==> src/rtl/isf_pkg.sv <==
// Shared constants, field positions and carrier types of the bus status flag block.
package isf_pkg;

   // Register address and reset value of the bus status register.
   localparam logic [15:0] ISF_STATUS_ADDR  = 16'hffb5;
   localparam logic [7:0]  ISF_STATUS_RESET = 8'h00;

   // Bit positions inside the bus status register.
   localparam int ISF_BIT_MASTER     = 7;
   localparam int ISF_BIT_ARB_LOST   = 6;
   localparam int ISF_BIT_EXT_CODE   = 5;
   localparam int ISF_BIT_ADDR_MATCH = 4;
   localparam int ISF_BIT_TX_DIR     = 3;
   localparam int ISF_BIT_ACK        = 2;
   localparam int ISF_BIT_START      = 1;
   localparam int ISF_BIT_STOP       = 0;

   // Extension code patterns in the upper four address bits.
   localparam logic [3:0] ISF_EXT_CODE_LOW  = 4'h0;
   localparam logic [3:0] ISF_EXT_CODE_HIGH = 4'hf;

   // Serial clock edge numbers inside one byte.
   localparam logic [3:0] ISF_ADDR_LAST_CLOCK = 4'h8;
   localparam logic [3:0] ISF_ACK_CLOCK       = 4'h9;

   // Wait cycles inserted into every status read.
   localparam int ISF_READ_WAIT_CYCLES = 1;

   // Status flags in register bit order, bit 7 first.
   typedef struct packed {
      logic master_active_flag;
      logic arbitration_lost_flag;
      logic extension_code_flag;
      logic address_match_flag;
      logic transmit_direction_flag;
      logic ack_detected_flag;
      logic start_detected_flag;
      logic stop_detected_flag;
   } isf_flags_t;

   // Events seen on the serial bus; start, stop and the clock rises are one-cycle pulses.
   typedef struct packed {
      logic       start;
      logic       stop;
      logic       clk_rise;
      logic       first_rise;
      logic       eighth_rise;
      logic       ninth_rise;
      logic       first_byte;
      logic       data_bit;
      logic [7:0] rx_byte;
   } isf_bus_evt_t;

endpackage

==> src/rtl/isf_bus_monitor.sv <==
// Serial bus watcher: synchronises the pins and reports conditions and clock edges.
`timescale 1ns/1ps
module isf_bus_monitor
   import isf_pkg::*;
(
   input  wire logic         clk_sys_i,
   input  wire logic         rst_n_i,
   input  wire logic         enable_i,
   input  wire logic         serial_clock_line_i,
   input  wire logic         serial_data_line_i,
   output isf_bus_evt_t      evt_o
);

   logic [1:0]   scl_sync;
   logic [1:0]   sda_sync;
   logic         scl_prev;
   logic         sda_prev;
   logic [3:0]   clk_count;
   logic [3:0]   next_clk_count;
   logic         first_byte;
   logic         next_first_byte;
   logic [7:0]   shift;
   logic [7:0]   next_shift;
   isf_bus_evt_t next_evt;

   // Two flip-flop synchronisers; only the second stage is used by logic.
   always_ff @(posedge clk_sys_i or negedge rst_n_i) begin
      if (!rst_n_i) begin
         scl_sync <= 2'h3;
         sda_sync <= 2'h3;
         scl_prev <= 1'b1;
         sda_prev <= 1'b1;
      end else begin
         scl_sync <= {scl_sync[0], serial_clock_line_i};
         sda_sync <= {sda_sync[0], serial_data_line_i};
         scl_prev <= scl_sync[1];
         sda_prev <= sda_sync[1];
      end
   end

   // Detects start, stop and clock edges and counts clocks inside each byte.
   always_comb begin
      next_evt        = '0;
      next_clk_count  = clk_count;
      next_first_byte = first_byte;
      next_shift      = shift;
      next_evt.data_bit = sda_sync[1];
      if (enable_i) begin
         if (scl_sync[1] && scl_prev && sda_prev && !sda_sync[1]) begin
            next_evt.start  = 1'b1;
            next_clk_count  = 4'h0;
            next_first_byte = 1'b1;
         end else if (scl_sync[1] && scl_prev && !sda_prev && sda_sync[1]) begin
            next_evt.stop   = 1'b1;
            next_clk_count  = 4'h0;
            next_first_byte = 1'b0;
         end else if (scl_sync[1] && !scl_prev) begin
            next_evt.clk_rise   = 1'b1;
            next_evt.first_rise = (clk_count == 4'h0);
            next_clk_count      = clk_count + 4'h1;
            if (clk_count < ISF_ADDR_LAST_CLOCK) begin
               next_shift = {shift[6:0], sda_sync[1]};
            end
            next_evt.eighth_rise = (next_clk_count == ISF_ADDR_LAST_CLOCK);
            next_evt.ninth_rise  = (next_clk_count == ISF_ACK_CLOCK);
            if (next_clk_count == ISF_ACK_CLOCK) begin
               next_clk_count = 4'h0;
            end
         end
         if (evt_o.ninth_rise) begin
            next_first_byte = 1'b0; // The byte after the first is data.
         end
      end else begin
         next_clk_count  = 4'h0;
         next_first_byte = 1'b0;
      end
      next_evt.first_byte = first_byte;
      next_evt.rx_byte    = next_shift;
   end

   // Registers the bus tracking state and the event pulses.
   always_ff @(posedge clk_sys_i or negedge rst_n_i) begin
      if (!rst_n_i) begin
         clk_count  <= 4'h0;
         first_byte <= 1'b0;
         shift      <= 8'h00;
         evt_o      <= '0;
      end else begin
         clk_count  <= next_clk_count;
         first_byte <= next_first_byte;
         shift      <= next_shift;
         evt_o      <= next_evt;
      end
   end

endmodule

==> src/rtl/i2c_status_flags.sv <==
// Bus status flag register of the serial bus interface with its CPU read port.
//
// Overview of operation
// RQ1 - Reset clears the whole status register.
// RQ2 - Software reads only with start trigger, in wait.
// RQ3 - Every status read is stretched by one wait.
// RQ4 - Software never reads with peripheral clock stopped.
// RQ5 - Generated start sets master active, bit seven.
// RQ6 - Stop, loss, exit or disable clear master.
// RQ7 - Lost arbitration sets bit six.
// RQ8 - Read, disable or reset clears arbitration loss.
// RQ9 - Any single bit read clears arbitration loss.
// RQ10 - Upper nibble 0000 or 1111 sets bit five.
// RQ11 - Matching slave address sets bit four.
// RQ12 - Start, stop, exit or disable clear five, four.
// RQ13 - Transmit direction drives data line from latch.
// RQ14 - Low ninth clock sets acknowledge; next byte clears.
// RQ15 - CPU writes leave every flag unchanged.
`timescale 1ns/1ps
module i2c_status_flags
   import isf_pkg::*;
(
   input  wire logic        clk_sys_i,
   input  wire logic        rst_n_i,
   input  wire logic [15:0] cpu_addr_i,
   input  wire logic        cpu_rd_i,
   input  wire logic        cpu_wr_i,
   output logic      [7:0]  cpu_rdata_o,
   output logic             cpu_wait_o,
   output logic             cpu_ack_o,
   input  wire logic        operation_enable_i,
   input  wire logic        exit_communication_i,
   input  wire logic        wait_release_i,
   input  wire logic        start_generated_i,
   input  wire logic        serial_output_latch_i,
   input  wire logic [7:0]  local_slave_address_i,
   input  wire logic        serial_clock_line_i,
   input  wire logic        serial_data_line_i,
   output logic             serial_data_line_o,
   output logic             serial_data_line_oe_n_o,
   output isf_flags_t       status_o
);

   // Read port states.
   typedef enum logic [0:0] {
      RD_IDLE,
      RD_WAIT
   } isf_rd_state_t;

   isf_rd_state_t rd_state;
   isf_rd_state_t next_rd_state;
   isf_flags_t    flags;
   isf_flags_t    next_flags;
   isf_bus_evt_t  evt;
   logic [7:0]    next_rdata;
   logic          next_wait;
   logic          next_ack;
   logic          read_done;
   logic          enable_q;
   logic          enable_fall;
   logic          comm_clear;
   logic          arb_loss;
   logic          addr_match;
   logic          ext_code;
   logic          next_sda;
   logic          next_sda_oe_n;

   // True when the upper address bits form an extension code.
   function automatic logic is_ext_code(input logic [7:0] addr_byte);
      is_ext_code = (addr_byte[7:4] == ISF_EXT_CODE_LOW) ||
                    (addr_byte[7:4] == ISF_EXT_CODE_HIGH);
   endfunction

   // True when the seven address bits equal the local slave address.
   function automatic logic is_own_addr(input logic [7:0] addr_byte,
                                        input logic [7:0] own);
      is_own_addr = (addr_byte[7:1] == own[7:1]);
   endfunction

   // Watches the serial pins and reports bus events.
   isf_bus_monitor u_bus_monitor (
      .clk_sys_i           (clk_sys_i),
      .rst_n_i             (rst_n_i),
      .enable_i            (operation_enable_i),
      .serial_clock_line_i (serial_clock_line_i),
      .serial_data_line_i  (serial_data_line_i),
      .evt_o               (evt)
   );

   // Event decoding shared by the flag logic.
   assign enable_fall = enable_q && !operation_enable_i;
   assign comm_clear  = exit_communication_i || enable_fall;
   assign read_done   = (rd_state == RD_WAIT);
   assign ext_code    = is_ext_code(evt.rx_byte);
   assign addr_match  = is_own_addr(evt.rx_byte, local_slave_address_i);
   // A released high bit that reads back low means another master won.
   assign arb_loss    = evt.clk_rise && flags.master_active_flag &&
                        flags.transmit_direction_flag && serial_output_latch_i &&
                        !evt.data_bit; // RQ7

   // Read port: one wait cycle, then data and acknowledge; writes are answered only.
   always_comb begin
      next_rd_state = rd_state;
      next_rdata    = cpu_rdata_o;
      next_wait     = 1'b0;
      next_ack      = 1'b0;
      unique case (rd_state)
         RD_IDLE: begin
            if (cpu_rd_i && (cpu_addr_i == ISF_STATUS_ADDR)) begin
               next_rd_state = RD_WAIT;
               next_wait     = 1'b1; // RQ3
            end else if (cpu_wr_i && (cpu_addr_i == ISF_STATUS_ADDR)) begin
               next_ack = 1'b1; // RQ15
            end
         end
         RD_WAIT: begin
            next_rd_state = RD_IDLE;
            next_rdata    = flags;
            next_ack      = 1'b1; // RQ3
         end
      endcase
   end

   // Registers the read port outputs.
   always_ff @(posedge clk_sys_i or negedge rst_n_i) begin
      if (!rst_n_i) begin
         rd_state    <= RD_IDLE;
         cpu_rdata_o <= ISF_STATUS_RESET;
         cpu_wait_o  <= 1'b0;
         cpu_ack_o   <= 1'b0;
      end else begin
         rd_state    <= next_rd_state;
         cpu_rdata_o <= next_rdata;
         cpu_wait_o  <= next_wait;
         cpu_ack_o   <= next_ack;
      end
   end

   // Flag updates: clears are applied first so a coincident set wins.
   always_comb begin
      next_flags = flags;

      // Master activity.
      if (evt.stop || arb_loss || comm_clear) begin
         next_flags.master_active_flag = 1'b0; // RQ6
      end
      if (start_generated_i) begin
         next_flags.master_active_flag = 1'b1; // RQ5
      end

      // Arbitration loss; every kind of status read clears it.
      if (read_done || enable_fall) begin
         next_flags.arbitration_lost_flag = 1'b0; // RQ8 RQ9
      end
      if (arb_loss) begin
         next_flags.arbitration_lost_flag = 1'b1; // RQ7
      end

      // Extension code and address match of the first byte.
      if (evt.start || evt.stop || comm_clear) begin
         next_flags.extension_code_flag = 1'b0; // RQ12
         next_flags.address_match_flag  = 1'b0; // RQ12
      end
      if (evt.eighth_rise && evt.first_byte && ext_code) begin
         next_flags.extension_code_flag = 1'b1; // RQ10
      end
      if (evt.eighth_rise && evt.first_byte && addr_match) begin
         next_flags.address_match_flag = 1'b1; // RQ11
      end

      // Transfer direction.
      if (evt.stop || comm_clear || arb_loss || evt.start ||
          (wait_release_i && flags.transmit_direction_flag)) begin
         next_flags.transmit_direction_flag = 1'b0;
      end
      if (evt.eighth_rise && evt.first_byte) begin
         if (flags.master_active_flag) begin
            next_flags.transmit_direction_flag = !evt.rx_byte[0];
         end else begin
            next_flags.transmit_direction_flag = addr_match && evt.rx_byte[0];
         end
      end
      if (start_generated_i) begin
         next_flags.transmit_direction_flag = 1'b1;
      end

      // Acknowledge detection.
      if (evt.first_rise || evt.stop || comm_clear) begin
         next_flags.ack_detected_flag = 1'b0; // RQ14
      end
      if (evt.ninth_rise && !evt.data_bit) begin
         next_flags.ack_detected_flag = 1'b1; // RQ14
      end

      // Start and stop condition seen.
      if (evt.stop || comm_clear) begin
         next_flags.start_detected_flag = 1'b0;
      end
      if (evt.start) begin
         next_flags.start_detected_flag = 1'b1;
      end
      if (evt.start || comm_clear) begin
         next_flags.stop_detected_flag = 1'b0;
      end
      if (evt.stop) begin
         next_flags.stop_detected_flag = 1'b1;
      end
   end

   // Data line drive follows the transfer direction flag.
   always_comb begin
      next_sda      = serial_output_latch_i; // RQ13
      next_sda_oe_n = !next_flags.transmit_direction_flag; // RQ13
   end

   // Registers the flags, the enable history and the data line drive.
   always_ff @(posedge clk_sys_i or negedge rst_n_i) begin
      if (!rst_n_i) begin
         flags                   <= ISF_STATUS_RESET; // RQ1
         status_o                <= ISF_STATUS_RESET; // RQ1
         enable_q                <= 1'b0;
         serial_data_line_o      <= 1'b1;
         serial_data_line_oe_n_o <= 1'b1;
      end else begin
         flags                   <= next_flags;
         status_o                <= next_flags;
         enable_q                <= operation_enable_i;
         serial_data_line_o      <= next_sda;
         serial_data_line_oe_n_o <= next_sda_oe_n;
      end
   end

endmodule

==> config.mk <==
export PLATFORM = sky130hd
export DESIGN_NAME = i2c_status_flags
export DESIGN_NICKNAME = d
export VERILOG_FILES = /design/src/rtl/isf_pkg.sv /design/src/rtl/isf_bus_monitor.sv /design/src/rtl/i2c_status_flags.sv
export SDC_FILE = /design/constraint.sdc
export NUM_CORES = 1
export LEC_CHECK = 0
export BUFFER_PORTS_ARGS = -buffer_cell sky130_fd_sc_hd__buf_4
export CAP_MARGIN = 20
export CELL_PAD_IN_SITES_DETAIL_PLACEMENT = 1
export CELL_PAD_IN_SITES_GLOBAL_PLACEMENT = 1
export CORE_MARGIN = 4
export CORE_UTILIZATION = 35
export DETAILED_ROUTE_END_ITERATION = 10
export PLACE_DENSITY_LB_ADDON = 0.1
export SYNTH_ARGS = -nofsm -noshare
export SYNTH_HDL_FRONTEND = slang
export SYNTH_SLANG_ARGS = --single-unit
==> constraint.sdc <==
create_clock -name clk_sys_i -period 3.85 [get_ports clk_sys_i]
set_input_delay 0.385 -clock clk_sys_i [delete_from_list [all_inputs] [get_ports clk_sys_i]]
set_output_delay 0.385 -clock clk_sys_i [all_outputs]
set_load 0.05 [all_outputs]
Word level (Yosys, flattened, before mapping)

Index checks and enable logic that the tools add are counted.
W data, S select, Z words.

Flip-flop bits (word level): 49
Bits of input ports: 35
Logic and storage cells: 130

Add/subtract/negate cells: 1
Order comparisons: 1
Equal/unequal tests: 7
Mux-type cells: 38
Bitwise logic cells: 3
Reductions and logical operators: 50

Operators by type and width:

| cell                   | count |
|---|---|
| $mux W4                | 7 |
| $mux W1                | 26 |
| $logic_and A1 B1 Y1    | 19 |
| $eq A16 B16 Y1 const B | 1 |
| $logic_or A1 B1 Y1     | 14 |
| $reduce_bool A2 Y1     | 7 |
| $eq A4 B4 Y1 const B   | 3 |
| $logic_not A4 Y1       | 2 |
| $ne A4 B1 Y1 const B   | 2 |
| $eq A7 B7 Y1           | 1 |
| $logic_not A1 Y1       | 7 |
| $mux W6                | 1 |
| $mux W5                | 1 |
| $reduce_and A5 Y1      | 1 |
| $add A4 B1 Y4 const B  | 1 |
| $lt A4 B4 Y1 const B   | 1 |
| $pmux W1 S2            | 2 |
| $not A1 Y1             | 3 |
| $mux W2                | 1 |

Logic depth before layout (Yosys ltp)

Depth after elaboration: 11
Depth in mapped cells: 6

Hierarchy

From an unflattened synthesis, not the netlist that was laid out.

Cell total of the unflattened synthesis: 156
Area, all modules: 2023.2 µm²

Modules (own cells, without submodules):

| module           | instances | cells each | area each (µm²) | sequential area each (µm²) |
|---|---|---|---|---|
| isf_bus_monitor  | 1         | 83         | 1089.8          | 683.2 |
| i2c_status_flags | 1         | 73         | 933.4           | 528.0 |

Least setup slack after synthesis

No wires, ideal clock.

Path type: register to register
Start: reg u_bus_monitor.scl_prev
End: reg u_bus_monitor.evt_o[0] (netlist bit)
Library setup time: 0.125 ns
Arrival time: 1.396 ns
Required time: 3.725 ns
Setup slack: 2.329 ns
Cell stages (with the launch flop): 6
Cells stage by stage: dfstp_2 and3b_1 buf_6 and2_4 buf_6 mux2_4

Cells in the longest elaborated chain, start to end: 5
Elaborated cells on any way between the ends: 10

RTL lines:

| element                                                    | line                                         | text |
|---|---|---|
| start: declaration                                         | isf_bus_monitor.sv:16                        | `logic scl_prev;` |
| start signal: assignment                                   | isf_bus_monitor.sv:36                        | `scl_prev <= scl_sync[1];` |
| $logic_and A1 B1 Y1                                        | isf_bus_monitor.sv:49, isf_bus_monitor.sv:53 |  |
| $logic_and A1 B1 Y1, on equally long branches (2 in a row) | isf_bus_monitor.sv:49, isf_bus_monitor.sv:53 |  |
| $not A1 Y1 (no line)                                       | -                                            |  |
| $reduce_and A5 Y1 (no line) (*)                            | -                                            |  |
| end signal: assignment                                     | isf_bus_monitor.sv:92                        | `evt_o <= next_evt;` |
| end: declaration                                           | isf_bus_monitor.sv:11                        | `output isf_bus_evt_t evt_o` |

Every way passes the cells marked *; elsewhere a longest branch is shown, timed or not.
A chain may end at the register's enable or synchronous reset.

Final worst setup path

Start: reg u_bus_monitor.scl_sync[1]
End: reg u_bus_monitor.evt_o[2] (netlist bit)

Cells in the longest elaborated chain, start to end: 5
Elaborated cells on any way between the ends: 9

RTL lines:

| element                                                    | line                                         | text |
|---|---|---|
| start: declaration                                         | isf_bus_monitor.sv:14                        | `logic [1:0] scl_sync;` |
| start signal: assignment                                   | isf_bus_monitor.sv:34                        | `scl_sync <= {scl_sync[0], serial_clock_line_i};` |
| $logic_and A1 B1 Y1                                        | isf_bus_monitor.sv:49, isf_bus_monitor.sv:53 |  |
| $logic_and A1 B1 Y1, on equally long branches (2 in a row) | isf_bus_monitor.sv:49, isf_bus_monitor.sv:53 |  |
| $not A1 Y1 (no line)                                       | -                                            |  |
| $reduce_and A5 Y1 (no line) (*)                            | -                                            |  |

Marks and branches as above.

==> results by group <==
Placement
  • Number of buffers inserted by port buffering: 53
  • Dpl hpwl: 3510 um
  • GP Congestion: 0.816
  • Setup WS pre-CTS: 2.21 ns

Timing
  • Rel. slew slack: 60.2%
  • Hold Vio Cnt, Final: 0
  • RSZ-0062 raised after global routing: false
  • Worst-Margin Slew: 0.598 ns
  • Final setup margin: 2.22 ns
  • Post-route clock period utilization: 42.3%
  • Min cycle time layout: 1.63 ns
  • # setup viols final: 0
  • Setup TNS: 0 ns
  • Fmax achieved: 0.614 GHz
  • Layout Skew: 0.00718 ns
  • Slew Viols, Final: 0

Synthesis
  • Ys async rst share: 100%
  • Post-synth top area share: 49.0%
  • Synthesized flop and latch total: 48
  • Post-synth EDFFs: 0
  • Post-Syn Area per Cell: 13.1 um^2
  • Primary FF master, synth: dfrtp_1
  • Leading area contributor after synthesis: dfrtp_1
  • Synth unique cells: 41
  • Synth area leaders: dfrtp_1, dfstp_2, mux2_4
  • Syn_nets: 195
  • Sequential fraction of the synthesis area: 59.3%
  • Synth Instances: 156
  • Yosys warning count: 0
  • Synthesized area: 2040 um^2

GRT
  • Largest net degree at the start of global routing: 49
  • Via count of the first global-routing pass: 1,519
  • GRT Residual Overflow: 0
  • Antenna violations before repair: 0
  • Total GRT Usage: 13.5%
  • Global-route wire length before repair: 7710 um

Drt
  • Drt wl/cell: 15.8 um
  • DR vias/cell: 5.00
  • Drt initial violations: 41
  • Overall routed net length: 4530 um
  • Router iterations before antenna repair: 4
  • Vias: 1,435
  • DR DRC count: 0
  • Antenna Violating Nets Remaining: 0

Clock network
  • H-Tree Level Count: 2
  • Clock Path Buffers: 2
  • TritonCTS clock tree: done
  • Setup bufs post-CTS: 0
  • Post-cts sizing count: 0
  • Clock sinks: 48
  • Clock insertion delay at the later pin of the skew report: 0.29 ns
  • TritonCTS Buffers: 5
  • Clock Pin Slew Worst Setup and Hold Paths: 0.09 ns
  • Cts hold-fix bufs: 0
  • Clk root buf: clkbuf_8

Die
  • Num rows: 27
  • Area of the die: 7120 um^2
  • IO Count: 55
  • Die Span Y: 84.4 um
  • Die Wd: 84.4 um
  • Total core area: 5570 um^2
  • Effective utilization at floorplan: 36.7%

Setup path
  • Worst setup EP type: flip-flop
  • FF-to-FF path depth: 3
  • CP Launch Type: flip-flop
  • Critical R2R Capture: u_bus_monitor.evt_o[2]$_DFFE_PN0P_
  • Reg-to-reg slack, setup: 2.22 ns
  • WP data arrival: 1.81 ns
  • Reg2reg start: u_bus_monitor.scl_sync[1]$_DFF_PN1_
  • Worst Path Required: 4.03 ns
  • CP Class: reg2reg
  • Crit Path Max Fanout: 9

Power
  • Total power: 1.13 mW
  • Lkg Pwr: 1.32 nW
  • Peak supply drop: 0.189 mV
  • PwrDens: 431 nW/um^2

Hold path
  • Worst hold path type: in2async

Final layout
  • Core Util, Final: 47.1%
  • Fin nets: 253
  • Layout cells sized above 1: 41.9%
  • Synth-to-layout area growth: 28.4%
  • Commonest non-fill, non-tap cell in the layout: buf_4
  • N_diodes: 0
  • Commonest cells after routing, fill and taps aside: buf_4, dfrtp_1, nand2_1

Outcome
  • Status: complete, no violations

Run
  • Max-Cap Viols: 0
==> registers in the layout (all words and copies together) (netlist names) <==
name and cells:
serial_data_line_o 1, cpu_ack_o 1, u_bus_monitor.sda_prev 1, cpu_wait_o 1
u_bus_monitor.evt_o 16, serial_data_line_oe_n_o 1, u_bus_monitor.scl_prev 1, u_bus_monitor.scl_sync 2
u_bus_monitor.clk_count 4, flags 8, cpu_rdata_o 8, u_bus_monitor.first_byte 1
u_bus_monitor.sda_sync 2, enable_q 1
==> where the power goes <==
| part | switching [mW] | leakage (nW) | internal (mW) | total, mW |
|---|---|---|---|---|
| combinational | 0.0671 | 0.645 | 0.102 | 0.169 |
| clock | 0.162 | 0.0541 | 0.192 | 0.354 |
| sequential | 0.0544 | 0.618 | 0.553 | 0.607 |
| total | 0.283 | 1.32 | 0.847 | 1.13 |
==> per-stage QoR <==
step / instances / hold WS (ns) / cell area, um^2
2_1_floorplan: 156 / 0.0894 / 2040
3_3_place_gp: 279 / 0.346 / 2510
3_5_place_dp: 279 / 0.347 / 2510
4_1_cts: 287 / 0.105 / 2620
5_1_grt: 287 / 0.121 / 2620
6_report: 287 / 0.0893 / 2620
==> metal layers <==
layer | part of all wire [%] | up-vias | track usage [%] | wire, um
met5 | 0 | - | 0 | 0
met4 | 1.9 | 0 | 4.46 | 86
met3 | 7.1 | 8 | 4.12 | 322
met2 | 49 | 47 | 22.2 | 2220
met1 | 42 | 711 | 17.0 | 1900
li1 | - | 669 | - | -
==> how the worst max path moves through the flow <==
| stage | slack (ns) | cells past startpoint | to | from |
|---|---|---|---|---|
| after floorplan | 2.33 | 5 | u_bus_monitor.evt_o[0]$_DFFE_PN0P_ | u_bus_monitor.scl_prev$_DFF_PN1_ |
| after global placement | 2.22 | 3 | u_bus_monitor.evt_o[2]$_DFFE_PN0P_ | u_bus_monitor.scl_sync[1]$_DFF_PN1_ |
| after detailed placement | 2.21 | 3 | u_bus_monitor.evt_o[4]$_DFFE_PN0P_ | u_bus_monitor.scl_sync[1]$_DFF_PN1_ |
| after CTS | 2.19 | 3 | u_bus_monitor.evt_o[2]$_DFFE_PN0P_ | u_bus_monitor.scl_sync[1]$_DFF_PN1_ |
| after global routing | 2.11 | 4 | u_bus_monitor.clk_count[1]$_DFFE_PN0P_ | u_bus_monitor.sda_sync[1]$_DFF_PN1_ |
| final | 2.22 | 3 | u_bus_monitor.evt_o[2]$_DFFE_PN0P_ | u_bus_monitor.scl_sync[1]$_DFF_PN1_ |
==> logic make-up (layout without fill, tap and decap cells) <==
logic type               Yosys count  in the layout  synth area share, %
multiplexers                      16             16                 10.3
flip-flops                        48             48                 59.3
AO/OA/AOI/OAI                     24             24                 8.51
buffers and inverters              8             67                 2.20
AND/OR/NAND/NOR                   48             48                 13.8
XOR/XNOR                           8              8                 3.43
adder cells (fa/ha/maj)            4              4                 2.45
==> cell type report <==
class	count	area, um^2
fill	615	2950
sequential	48	1210
multi-input combinational	100	787
timing repair buffer	54	405
tap	72	90.1
clock buffer	5	68.8
clock inverter	3	42.5
inverter	5	18.8
==> cell usage after synthesis (all sizes together), types with 2 or more instances <==
library cell / n
dfrtp: 40
mux2: 16
nand2: 10
dfstp: 8
xor2: 7
a21o: 5
inv: 5
ha: 4
nand2b: 4
nand3: 4
nand4: 4
nor2: 4
nor4: 4
o21ai: 4
and3: 3
and3b: 3
nand3b: 3
a21oi: 2
a22o: 2
a31o: 2
and2: 2
buf: 2
o211a: 2
==> worst max-delay path, cell delays in order, from the launching register on <==
cell and delay, ns:
dfstp_2 0.58, and3b_1 0.32, and2_4 0.30, mux2_4 0.32
(Power assumes the default switching activity.)
